[src/txsb_regs.vh]
// register map, field positions and reset values of the transmit symbol shaper
`ifndef TXSB_REGS_VH
`define TXSB_REGS_VH

// ==========================================================================
// register offsets
`define TXSB_ADDR_PAT0_HI     8'h4d
`define TXSB_ADDR_PAT0_LO     8'h4e
`define TXSB_ADDR_PAT1_HI     8'h4f
`define TXSB_ADDR_PAT1_LO     8'h50
`define TXSB_ADDR_PAT2        8'h51
`define TXSB_ADDR_PAT3        8'h52
`define TXSB_ADDR_LEN01       8'h53
`define TXSB_ADDR_LEN23       8'h54
`define TXSB_ADDR_BURST_CTRL  8'h55
`define TXSB_ADDR_MOD01       8'h56
`define TXSB_ADDR_STATUS      8'h5e
`define TXSB_ADDR_BURST_LEN   8'h5f

// ==========================================================================
// writable bit masks (reserved bits read zero)
`define TXSB_MASK_LEN23       8'h77
`define TXSB_MASK_BURST_CTRL  8'h77
`define TXSB_MASK_MOD01       8'h7f

// ==========================================================================
// field positions
`define TXSB_LEN3_MSB         6
`define TXSB_LEN3_LSB         4
`define TXSB_LEN2_MSB         2
`define TXSB_LEN2_LSB         0
`define TXSB_LEN1_MSB         7
`define TXSB_LEN1_LSB         4
`define TXSB_LEN0_MSB         3
`define TXSB_LEN0_LSB         0
`define TXSB_S1_POL_BIT       6
`define TXSB_S1_ALONE_BIT     5
`define TXSB_S1_EN_BIT        4
`define TXSB_S0_POL_BIT       2
`define TXSB_S0_ALONE_BIT     1
`define TXSB_S0_EN_BIT        0
`define TXSB_MILLER_BIT       6
`define TXSB_PULSE_MSB        5
`define TXSB_PULSE_LSB        4
`define TXSB_INV_BIT          3
`define TXSB_ENV_MSB          2
`define TXSB_ENV_LSB          0

// ==========================================================================
// reset values
`define TXSB_RST_REG8         8'h00
`define TXSB_RST_REG16        16'h0000

// ==========================================================================
// pulse kinds and envelope kinds
`define TXSB_PULSE_NONE       2'h0
`define TXSB_PULSE_START      2'h1
`define TXSB_PULSE_HALF       2'h2
`define TXSB_PULSE_3Q         2'h3
`define TXSB_ENV_DIRECT       3'h0
`define TXSB_ENV_MAN          3'h1
`define TXSB_ENV_MAN_SC       3'h2
`define TXSB_ENV_BPSK         3'h3
`define TXSB_ENV_RZ_A         3'h4
`define TXSB_ENV_RZ_B         3'h5

`endif

[src/txsb_fifo.v]
// parameterised valid/ready fifo holding queued symbol slot numbers
`timescale 1ns/1ps
`default_nettype none

module txsb_fifo #(
  parameter WIDTH = 2,
  parameter DEPTH = 8,
  parameter AW    = 3
) (
  // clock and reset
  input  wire             clk_sys_i,
  input  wire             nrst_i,
  // fill side
  input  wire             in_valid_i,
  output wire             in_ready_o,
  input  wire [WIDTH-1:0] in_data_i,
  // drain side
  output wire             out_valid_o,
  input  wire             out_ready_i,
  output wire [WIDTH-1:0] out_data_o,
  // fill level
  output wire [AW:0]      level_o
);

  localparam [AW:0] FULL_LVL = DEPTH[AW:0];

  reg [WIDTH-1:0] mem [0:DEPTH-1];
  reg [AW-1:0]    wr_ptr;
  reg [AW-1:0]    rd_ptr;
  reg [AW:0]      count;

  wire push = in_valid_i && (count != FULL_LVL);
  wire pop  = out_ready_i && (count != {(AW+1){1'b0}});

  assign in_ready_o  = (count != FULL_LVL);
  assign out_valid_o = (count != {(AW+1){1'b0}});
  assign out_data_o  = mem[rd_ptr];
  assign level_o     = count;

  // ==========================================================================
  // pointers and storage
  always @(posedge clk_sys_i)
  begin
    if (!nrst_i)
    begin
      wr_ptr <= {AW{1'b0}};
      rd_ptr <= {AW{1'b0}};
      count  <= {(AW+1){1'b0}};
    end
    else
    begin
      if (push)
      begin
        mem[wr_ptr] <= in_data_i;
        wr_ptr      <= (wr_ptr == DEPTH[AW-1:0] - 1'b1) ? {AW{1'b0}} : wr_ptr + 1'b1;
      end
      if (pop)
        rd_ptr <= (rd_ptr == DEPTH[AW-1:0] - 1'b1) ? {AW{1'b0}} : rd_ptr + 1'b1;
      if (push && !pop)
        count <= count + 1'b1;
      else if (pop && !push)
        count <= count - 1'b1;
    end
  end

endmodule

`default_nettype wire

[src/txsb_shaper.v]
// transmit symbol sequencer: burst, pattern, pulse and envelope shaping
// ==========================================================================
// How it works
// - slot three sends length field bits 6..4 plus one pattern bits
// - slot two sends length field bits 2..0 plus one pattern bits
// - control bit 6 sets slot one burst polarity, zero or one
// - control bit 5 makes slot one, when bit 4 is set, a burst with no pattern
// - control bit 4 enables slot one burst of the burst length
// - control bit 2 sets slot zero burst polarity, zero or one
// - control bit 1 makes slot zero, when bit 0 is set, a burst with no pattern
// - control bit 0 enables slot zero burst of the burst length
// - modulation bit 6 applies modified Miller pulses to slots zero and one
// - pulse kind bits 5..4: none, bit start, second half, third quarter
// - modulation bit 3 inverts slot zero and one output
// - slot zero/one stream combines with envelope chosen by bits 2..0 when pulse kind is none and Miller is off
// - envelope 0 direct, 1 Manchester, 2 Manchester subcarrier, 3 BPSK
// - envelope 4 and 5 return-to-zero half-bit pulse; 6 and 7 reserved
// - slots zero and one hold 16-bit patterns, slots two, three 8-bit
// - slot zero and one lengths are 4-bit count-minus-one fields
`timescale 1ns/1ps
`default_nettype none
`include "txsb_regs.vh"

module txsb_shaper #(
  parameter BIT_CYC    = 8,
  parameter FIFO_DEPTH = 8,
  parameter FIFO_AW    = 3
) (
  // clock and reset
  input  wire       clk_sys_i,
  input  wire       nrst_i,
  // register port
  input  wire [7:0] reg_addr_i,
  input  wire [7:0] reg_wdata_i,
  input  wire       reg_wr_i,
  input  wire       reg_rd_i,
  output reg  [7:0] reg_rdata_o,
  // symbol request stream
  input  wire       sym_valid_i,
  output reg        sym_ready_o,
  input  wire [1:0] sym_slot_i,
  // shaped stream to the transmitter driver
  output reg        tx_data_o,
  output reg        tx_active_o,
  output reg        sym_done_o
);

  // bit timing inside one bit period
  localparam PW = $clog2(BIT_CYC);
  localparam integer HALF_I = BIT_CYC / 2;
  localparam integer QUART_I = BIT_CYC / 4;
  localparam integer TQ_I = (3 * BIT_CYC) / 4;
  localparam integer LAST_I = BIT_CYC - 1;
  localparam [PW-1:0] HALF_PH = HALF_I[PW-1:0];
  localparam [PW-1:0] QUART_PH = QUART_I[PW-1:0];
  localparam [PW-1:0] TQ_PH = TQ_I[PW-1:0];
  localparam [PW-1:0] LAST_PH = LAST_I[PW-1:0];

  // sequencer states
  localparam [2:0] ST_IDLE  = 3'b001;
  localparam [2:0] ST_BURST = 3'b010;
  localparam [2:0] ST_PATT  = 3'b100;

  // ==========================================================================
  // configuration registers
  reg [15:0] pattern_slot_zero;
  reg [15:0] pattern_slot_one;
  reg [7:0]  pattern_slot_two;
  reg [7:0]  pattern_slot_three;
  reg [7:0]  tx_symbol01_length;
  reg [7:0]  tx_symbol23_length;
  reg [7:0]  tx_symbol01_burst_control;
  reg [7:0]  tx_symbol01_modulation;
  reg [7:0]  low_pair_burst_length_reg;

  // sequencer state
  reg [2:0]    state;
  reg [1:0]    slot;
  reg [7:0]    bit_cnt;
  reg [PW-1:0] phase;
  reg          prev_bit;

  // fifo hookup
  wire         q_valid;
  wire [1:0]   q_slot;
  wire [FIFO_AW:0] q_level;
  wire         fifo_in_ready;
  wire         q_pop = state[0] & q_valid;

  // field views
  wire [3:0] slot_zero_bit_count  = tx_symbol01_length[`TXSB_LEN0_MSB:`TXSB_LEN0_LSB];
  wire [3:0] slot_one_bit_count   = tx_symbol01_length[`TXSB_LEN1_MSB:`TXSB_LEN1_LSB];
  wire [2:0] slot_two_bit_count   = tx_symbol23_length[`TXSB_LEN2_MSB:`TXSB_LEN2_LSB];
  wire [2:0] slot_three_bit_count = tx_symbol23_length[`TXSB_LEN3_MSB:`TXSB_LEN3_LSB];
  wire slot_zero_burst_enable   = tx_symbol01_burst_control[`TXSB_S0_EN_BIT];
  wire slot_zero_burst_alone    = tx_symbol01_burst_control[`TXSB_S0_ALONE_BIT];
  wire slot_zero_burst_polarity = tx_symbol01_burst_control[`TXSB_S0_POL_BIT];
  wire slot_one_burst_enable    = tx_symbol01_burst_control[`TXSB_S1_EN_BIT];
  wire slot_one_burst_alone     = tx_symbol01_burst_control[`TXSB_S1_ALONE_BIT];
  wire slot_one_burst_polarity  = tx_symbol01_burst_control[`TXSB_S1_POL_BIT];
  wire       low_pair_miller_enable = tx_symbol01_modulation[`TXSB_MILLER_BIT];
  wire [1:0] low_pair_pulse_kind    = tx_symbol01_modulation[`TXSB_PULSE_MSB:`TXSB_PULSE_LSB];
  wire       low_pair_invert        = tx_symbol01_modulation[`TXSB_INV_BIT];
  wire [2:0] low_pair_envelope_kind = tx_symbol01_modulation[`TXSB_ENV_MSB:`TXSB_ENV_LSB];

  // ==========================================================================
  // request fifo; the sequencer drains one slot number per symbol
  txsb_fifo #(
    .WIDTH (2),
    .DEPTH (FIFO_DEPTH),
    .AW    (FIFO_AW)
  ) u_fifo (
    .clk_sys_i   (clk_sys_i),
    .nrst_i      (nrst_i),
    .in_valid_i  (sym_valid_i),
    .in_ready_o  (fifo_in_ready),
    .in_data_i   (sym_slot_i),
    .out_valid_o (q_valid),
    .out_ready_i (q_pop),
    .out_data_o  (q_slot),
    .level_o     (q_level)
  );

  // ==========================================================================
  // register writes; masks keep reserved bits at zero
  always @(posedge clk_sys_i)
  begin
    if (!nrst_i)
    begin
      pattern_slot_zero         <= `TXSB_RST_REG16;
      pattern_slot_one          <= `TXSB_RST_REG16;
      pattern_slot_two          <= `TXSB_RST_REG8;
      pattern_slot_three        <= `TXSB_RST_REG8;
      tx_symbol01_length        <= `TXSB_RST_REG8;
      tx_symbol23_length        <= `TXSB_RST_REG8;
      tx_symbol01_burst_control <= `TXSB_RST_REG8;
      tx_symbol01_modulation    <= `TXSB_RST_REG8;
      low_pair_burst_length_reg <= `TXSB_RST_REG8;
    end
    else if (reg_wr_i)
    begin
      case (reg_addr_i)
        `TXSB_ADDR_PAT0_HI:    pattern_slot_zero[15:8] <= reg_wdata_i;
        `TXSB_ADDR_PAT0_LO:    pattern_slot_zero[7:0] <= reg_wdata_i;
        `TXSB_ADDR_PAT1_HI:    pattern_slot_one[15:8] <= reg_wdata_i;
        `TXSB_ADDR_PAT1_LO:    pattern_slot_one[7:0] <= reg_wdata_i;
        `TXSB_ADDR_PAT2:       pattern_slot_two <= reg_wdata_i;
        `TXSB_ADDR_PAT3:       pattern_slot_three <= reg_wdata_i;
        `TXSB_ADDR_LEN01:      tx_symbol01_length <= reg_wdata_i;
        `TXSB_ADDR_LEN23:      tx_symbol23_length <= reg_wdata_i & `TXSB_MASK_LEN23;
        `TXSB_ADDR_BURST_CTRL:
          tx_symbol01_burst_control <= reg_wdata_i & `TXSB_MASK_BURST_CTRL;
        `TXSB_ADDR_MOD01:      tx_symbol01_modulation <= reg_wdata_i & `TXSB_MASK_MOD01;
        `TXSB_ADDR_BURST_LEN:  low_pair_burst_length_reg <= reg_wdata_i;
        default:               ;
      endcase
    end
  end

  // ==========================================================================
  // register reads, one cycle after the strobe; unmapped reads give zero
  reg [7:0] next_rdata;

  always @*
  begin
    case (reg_addr_i)
      `TXSB_ADDR_PAT0_HI:    next_rdata = pattern_slot_zero[15:8];
      `TXSB_ADDR_PAT0_LO:    next_rdata = pattern_slot_zero[7:0];
      `TXSB_ADDR_PAT1_HI:    next_rdata = pattern_slot_one[15:8];
      `TXSB_ADDR_PAT1_LO:    next_rdata = pattern_slot_one[7:0];
      `TXSB_ADDR_PAT2:       next_rdata = pattern_slot_two;
      `TXSB_ADDR_PAT3:       next_rdata = pattern_slot_three;
      `TXSB_ADDR_LEN01:      next_rdata = tx_symbol01_length;
      `TXSB_ADDR_LEN23:      next_rdata = tx_symbol23_length;
      `TXSB_ADDR_BURST_CTRL: next_rdata = tx_symbol01_burst_control;
      `TXSB_ADDR_MOD01:      next_rdata = tx_symbol01_modulation;
      `TXSB_ADDR_BURST_LEN:  next_rdata = low_pair_burst_length_reg;
      `TXSB_ADDR_STATUS:
        next_rdata = {~state[0], fifo_in_ready, 2'h0, q_level[3:0]};
      default:               next_rdata = 8'h00;
    endcase
  end

  always @(posedge clk_sys_i)
  begin
    if (!nrst_i)
      reg_rdata_o <= 8'h00;
    else if (reg_rd_i)
      reg_rdata_o <= next_rdata;
  end

  // ==========================================================================
  // per-slot decode of what a symbol is made of
  reg       cur_burst_en;
  reg       cur_alone;
  reg       cur_pol;
  reg [7:0] cur_len;

  always @*
  begin
    cur_burst_en = 1'b0;
    cur_alone    = 1'b0;
    cur_pol      = 1'b0;
    cur_len      = 8'h00;
    case (slot)
      2'h0:
      begin
        cur_burst_en = slot_zero_burst_enable;
        cur_alone    = slot_zero_burst_alone;
        cur_pol      = slot_zero_burst_polarity;
        cur_len      = {4'h0, slot_zero_bit_count};
      end
      2'h1:
      begin
        cur_burst_en = slot_one_burst_enable;
        cur_alone    = slot_one_burst_alone;
        cur_pol      = slot_one_burst_polarity;
        cur_len      = {4'h0, slot_one_bit_count};
      end
      2'h2:    cur_len = {5'h00, slot_two_bit_count};
      default: cur_len = {5'h00, slot_three_bit_count};
    endcase
  end

  // current raw bit, patterns sent most significant valid bit first
  reg raw_bit;

  always @*
  begin
    raw_bit = 1'b0;
    if (state[1])
      raw_bit = cur_pol;
    else if (state[2])
    begin
      case (slot)
        2'h0:    raw_bit = pattern_slot_zero[bit_cnt[3:0]];
        2'h1:    raw_bit = pattern_slot_one[bit_cnt[3:0]];
        2'h2:    raw_bit = pattern_slot_two[bit_cnt[2:0]];
        default: raw_bit = pattern_slot_three[bit_cnt[2:0]];
      endcase
    end
  end

  // ==========================================================================
  // pulse and envelope shaping for slots zero and one
  reg [PW-1:0] pulse_start;
  reg          pulse_on;
  reg          shaped;
  reg          next_tx;
  wire         second_half = (phase >= HALF_PH);
  wire         subcarrier  = phase[0];
  wire [PW-1:0] ph_off     = phase - pulse_start;

  always @*
  begin
    pulse_start = {PW{1'b0}};
    pulse_on    = 1'b1;
    if (low_pair_miller_enable)
    begin
      // a zero after a one carries no pulse; a one pulses mid-bit
      if (raw_bit)
        pulse_start = HALF_PH;
      else if (prev_bit)
        pulse_on = 1'b0;
    end
    else
    begin
      case (low_pair_pulse_kind)
        `TXSB_PULSE_HALF: pulse_start = HALF_PH;
        `TXSB_PULSE_3Q:   pulse_start = TQ_PH;
        default:          pulse_start = {PW{1'b0}};
      endcase
      pulse_on = raw_bit;
    end
  end

  always @*
  begin
    shaped = raw_bit;
    if (low_pair_pulse_kind != `TXSB_PULSE_NONE || low_pair_miller_enable)
      shaped = pulse_on && (phase >= pulse_start) && (ph_off < QUART_PH);
    else
    begin
      case (low_pair_envelope_kind)
        `TXSB_ENV_DIRECT: shaped = raw_bit;
        `TXSB_ENV_MAN:    shaped = raw_bit ^ second_half;
        `TXSB_ENV_MAN_SC: shaped = (raw_bit ^ second_half) & subcarrier;
        `TXSB_ENV_BPSK:   shaped = raw_bit ^ subcarrier;
        // both return-to-zero codes place the pulse in the second half
        `TXSB_ENV_RZ_A:   shaped = raw_bit & second_half;
        `TXSB_ENV_RZ_B:   shaped = raw_bit & second_half;
        default:          shaped = raw_bit;
      endcase
    end
    if (state[0])
      next_tx = 1'b0;
    else if (slot[1])
      next_tx = raw_bit;
    else
      next_tx = shaped ^ low_pair_invert;
  end

  // ==========================================================================
  // symbol sequencer
  wire bit_end = (phase == LAST_PH);

  always @(posedge clk_sys_i)
  begin
    if (!nrst_i)
    begin
      state      <= ST_IDLE;
      slot       <= 2'h0;
      bit_cnt    <= 8'h00;
      phase      <= {PW{1'b0}};
      prev_bit   <= 1'b0;
      sym_done_o <= 1'b0;
    end
    else
    begin
      sym_done_o <= 1'b0;
      case (state)
        ST_IDLE:
        begin
          phase <= {PW{1'b0}};
          if (q_valid)
          begin
            slot <= q_slot;
            // burst settings only exist for slots zero and one
            if (!q_slot[1] && (q_slot[0] ? slot_one_burst_enable : slot_zero_burst_enable))
            begin
              state   <= ST_BURST;
              bit_cnt <= low_pair_burst_length_reg;
            end
            else
            begin
              state <= ST_PATT;
              case (q_slot)
                2'h0:    bit_cnt <= {4'h0, slot_zero_bit_count};
                2'h1:    bit_cnt <= {4'h0, slot_one_bit_count};
                2'h2:    bit_cnt <= {5'h00, slot_two_bit_count};
                default: bit_cnt <= {5'h00, slot_three_bit_count};
              endcase
            end
          end
          else
            prev_bit <= 1'b0;
        end
        ST_BURST:
        begin
          phase <= bit_end ? {PW{1'b0}} : phase + 1'b1;
          if (bit_end)
          begin
            prev_bit <= raw_bit;
            if (bit_cnt != 8'h00)
              bit_cnt <= bit_cnt - 1'b1;
            else if (cur_alone && cur_burst_en)
            begin
              state      <= ST_IDLE;
              sym_done_o <= 1'b1;
            end
            else
            begin
              state   <= ST_PATT;
              bit_cnt <= cur_len;
            end
          end
        end
        ST_PATT:
        begin
          phase <= bit_end ? {PW{1'b0}} : phase + 1'b1;
          if (bit_end)
          begin
            prev_bit <= raw_bit;
            if (bit_cnt != 8'h00)
              bit_cnt <= bit_cnt - 1'b1;
            else
            begin
              state      <= ST_IDLE;
              sym_done_o <= 1'b1;
            end
          end
        end
        default:
          state <= ST_IDLE;
      endcase
    end
  end

  // ==========================================================================
  // registered outputs
  always @(posedge clk_sys_i)
  begin
    if (!nrst_i)
    begin
      tx_data_o   <= 1'b0;
      tx_active_o <= 1'b0;
      sym_ready_o <= 1'b0;
    end
    else
    begin
      tx_data_o   <= next_tx;
      tx_active_o <= ~state[0];
      // registered ready is one cycle late, so it looks one entry ahead and drops as the last free entry fills
      sym_ready_o <= (q_level < FIFO_DEPTH[FIFO_AW:0] - 1'b1) ||
                     (q_level == FIFO_DEPTH[FIFO_AW:0] - 1'b1 && !sym_valid_i);
    end
  end

endmodule

`default_nettype wire

[config.mk]
export PLATFORM = sky130hd
export DESIGN_NAME = txsb_shaper
export DESIGN_NICKNAME = d
export VERILOG_FILES = /design/src/txsb_fifo.v /design/src/txsb_shaper.v
export VERILOG_INCLUDE_DIRS = /design/src
export SDC_FILE = /design/constraint.sdc
export NUM_CORES = 1
export LEC_CHECK = 0
export BUFFER_PORTS_ARGS = -buffer_cell sky130_fd_sc_hd__buf_2
export CAP_MARGIN = 20
export CORE_ASPECT_RATIO = 0.6
export CORE_MARGIN = 3
export CORE_UTILIZATION = 62
export DETAILED_ROUTE_END_ITERATION = 12
export GPL_TIMING_DRIVEN = 0
export PLACE_DENSITY = 0.8
export RECOVER_POWER = 25
export SLEW_MARGIN = 15
export SYNTH_ARGS = -nofsm -noshare
export SYNTH_HDL_FRONTEND = slang
export SYNTH_HIERARCHICAL = 1
export SYNTH_SLANG_ARGS = --single-unit
[constraint.sdc]
create_clock -name clk_sys_i -period 4.31 [get_ports clk_sys_i]
set_input_delay 0.862 -clock clk_sys_i [delete_from_list [all_inputs] [get_ports clk_sys_i]]
set_output_delay 0.862 -clock clk_sys_i [all_outputs]
set_load 0.01 [all_outputs]
==> reports/results.ini <==
[routing]
wl_microns = 24590
routed-via-count = 6792
vias_per_cell = 6.692
wirelength_met1_microns = 10190
drt.antenna.violating_nets = 0
wl_per_cell_microns = 24.23
top_layer = met4
drc = 1
wl_met2_microns = 9817
first_iter_violations = 1265
route.met3.wl_microns = 3873
firstDrtPassIters = 11

[cts]
tritoncts = built
htreeDepth = 4
ctsResizeCount = 0
cts_hold_buf = 0
post-cts-setup-buffer-count = 0
numCtsBuffers = 17
worst_skew_pair.late_latency_ns = 0.43
clock_path_buffers = 2
cts.sinks = 141
root_buffer = clkbuf_16
cts.clk_slew.worst_paths_ns = 0.07

[setup_path]
crit_path_frequent_cell = buf_2
cp.buffers_inverters = 3
r2r_start = bit_cnt[2]$_SDFFE_PN0P_
path_max_fanout = 10
slowest_delay_ns = 0.46
worst_ep_required_time_ns = 4.63
r2r_cells = 14
critPathLaunchType = flop
cp_top_family = compound AO/OA/AOI/OAI gates
worstSetupPathType = reg -> reg
critPathSlowestCell = a311oi_1
rrSetupSlack_ns = 0.14
r2r-end = tx_data_o$_SDFF_PP0_
cp-end-kind = flop
cp_cell_sequence = buf_2 -> buf_2 -> mux2i_1 -> a32oi_1 -> a311o_1 -> a31oi_4 -> inv_2 -> ha_1 -> a31oi_1 -> o211ai_1 -> a311oi_1 -> nor2_1 -> o211a_1 -> a211o_1
arrival_ns = 4.49

[final_layout]
area_growth_pct = 12.19
diodes = 0
drive_gt1_share_pct = 13.57
finalNonFillerCells = 1015
nFillCells = 835
top_regs = pattern_slot_one: 16 flops, pattern_slot_zero: 16 flops, u_fifo/mem: 16 flops
final_cell_area_sq_um = 8592
fin_nets = 881

[placed_design]
globalplace.congestion = 1.037
placed_cell_area_sq_um = 8014
hpwl_microns = 17900
place_inst = 982
place_ws_ns = 0.2900
io_buffers = 31

[die]
dieArea_sq_um = 13770
die_y_microns = 92.09
io_pins = 35
dieWidth_microns = 149.5
row_count = 30
fp.coreArea_sq_um = 11670
initial_core_util_pct = 65.61

[synthesis]
synth_cell_types = 71
yosys-mux-area-fraction_pct = 19.98
synth.cell_area_sq_um = 7659
syn_avg_cell_area_sq_um = 9.682
async_flop_share_pct = 0
synth_edf_count = 16
synthXorXnorAreaFrac_pct = 0.4574
ys.flop_type = dfxtp_1
synth_compound_area_share_pct = 14.02
yosys.area_share.simple_pct = 20.37
synth_fa_ha_area_share_pct = 2.712
ys_seq_area_share_pct = 38.95
synthCells = 791
synth_nets = 830
yosys_warnings = 6
synth_seq_cells = 141
synth_top_family_by_area = simple AND/OR/NAND/NOR gates

[sta]
fin_setup_tns_ns = 0
hold_viol = 0
skew_ns = 0.008673
fmax_mhz = 239.7
slew_viol_final = 0
worst_pin_slew_ns = 0.9659
slew_headroom_pct = 35.01
final.min_clock_period_ns = 4.172
post-route-period-util_pct = 96.80
holdWs_ns = 0.5064
fin_ws_ns = 0.1377
setup-violations-final = 0
rsz0062_at_grt = false

[power_and_ir_drop]
ir_worst_vdd_v = 0.0003243
power.leakage_nw = 3.003
powerDensity_nw_per_um2 = 476.1

[worst_hold_path]
hold_class = reg -> reg
min_to = phase[1]$_SDFFE_PN0P_
holdPathStages = 2
hold_start = phase[1]$_SDFFE_PN0P_

[grt]
grt_pass1_wl_microns = 37130
overflow = 0
grt_pass1_vias = 6349
grt_use_total_pct = 36.08
grt_max_degree = 17
antenna_found_initial = 0

[status]
outcome = finished with violations
violations = DRC

[job]
maxCapViolations = 0

## worst register-to-register path, delay by kind of cell (launching register included)
kind	cells	cell delay (ns)
AO/OA/AOI/OAI	8	2.10
buffers and inverters	3	0.79
flip-flops	1	0.43
multiplexers	1	0.35
AND/OR/NAND/NOR	1	0.08
adder cells (fa/ha/maj)	1	0.31
## how the worst max path moves through the flow
stage | startpoint | end | slack, ns | cells past startpoint
after floorplan | bit_cnt[0]$_SDFFE_PN0P_ | tx_data_o$_SDFF_PP0_ | 1.01 | 14
after global placement | bit_cnt[2]$_SDFFE_PN0P_ | tx_data_o$_SDFF_PP0_ | 0.42 | 14
after detailed placement | bit_cnt[2]$_SDFFE_PN0P_ | tx_data_o$_SDFF_PP0_ | 0.29 | 14
after CTS | bit_cnt[2]$_SDFFE_PN0P_ | tx_data_o$_SDFF_PP0_ | 0.28 | 14
after global routing | bit_cnt[2]$_SDFFE_PN0P_ | tx_data_o$_SDFF_PP0_ | 0.05 | 15
final | bit_cnt[2]$_SDFFE_PN0P_ | tx_data_o$_SDFF_PP0_ | 0.14 | 14
## Yosys cell counts, types with 7 or more instances
cell type,instances,area (sq um)
dfxtp_1,125,2502
mux2i_1,91,910.9
nor2b_1,75,469.2
nand2_1,57,214.0
nor2_1,41,153.9
clkbuf_1,38,142.6
nand3_1,36,180.2
o21ai_0,34,170.2
a21boi_0,26,195.2
a21oi_1,25,125.1
mux4_2,20,450.4
edfxtp_1,16,480.5
ha_1,15,187.7
mux2_2,15,168.9
a22oi_1,11,82.58
nand2b_1,11,68.82
nor3_1,11,55.05
inv_1,10,37.54
a31oi_1,9,56.30
buf_2,7,35.03
nand3b_1,7,52.55
## cells in the final DEF (no fill, tap or decap), drive strengths merged, types with 6 or more instances in the layout
cell type and n:
mux4 20, inv 18, a31oi 10, a21oi 25, mux2 15, nand3b 8, a21boi 32, nand3 38
nand2 59, clkbuf 69, dfxtp 125, nor3b 6, mux2i 91, nor2 47, nor2b 75, o22ai 6
o21ai 34, edfxtp 16, nor3 13, ha 15, a221oi 6, buf 35, a22oi 11, nand2b 11
## per-layer routing
metal,up-vias,global-route usage (%)
met2,530,49.21
met1,3209,52.28
met4,0,9.368
li1,2980,-
met5,-,0
met3,73,15.31
## logic make-up after synthesis
| group | Yosys count |
|---|---|
| multiplexers | 126 |
| buffers and inverters | 65 |
| flip-flops | 141 |
| adder cells (fa/ha/maj) | 16 |
| AND/OR/NAND/NOR | 283 |
| AO/OA/AOI/OAI | 156 |
| XOR/XNOR | 4 |
## cell type report
cell class	count	area (sq um)	area share (%)
Clock inverter	13	150.1	1.747
Multi-Input combinational cell	585	4378	50.95
Sequential cell	141	2983	34.72
Clock buffer	19	464.2	5.403
Inverter	12	45.04	0.5242
Tap cell	160	200.2	2.330
Buffer	53	224.0	2.607
Timing Repair Buffer	32	147.6	1.718
## per-stage QoR
step,util [%],power [W]
3_5_place_dp,68.65,0.002519
6_report,73.60,0.004090
4_1_cts,73.91,0.004051
5_1_grt,73.60,0.004231
3_3_place_gp,68.65,0.002471
2_1_floorplan,-,0.002237
## power breakdown
| group | internal, W | switching, W | total [W] |
|---|---|---|---|
| clock network | 0.000916 | 0.000628 | 0.00154 |
| logic | 0.000400 | 0.000642 | 0.00104 |
| registers | 0.00140 | 0.000101 | 0.00150 |
No activity file was read; power rests on OpenSTA's default activity.
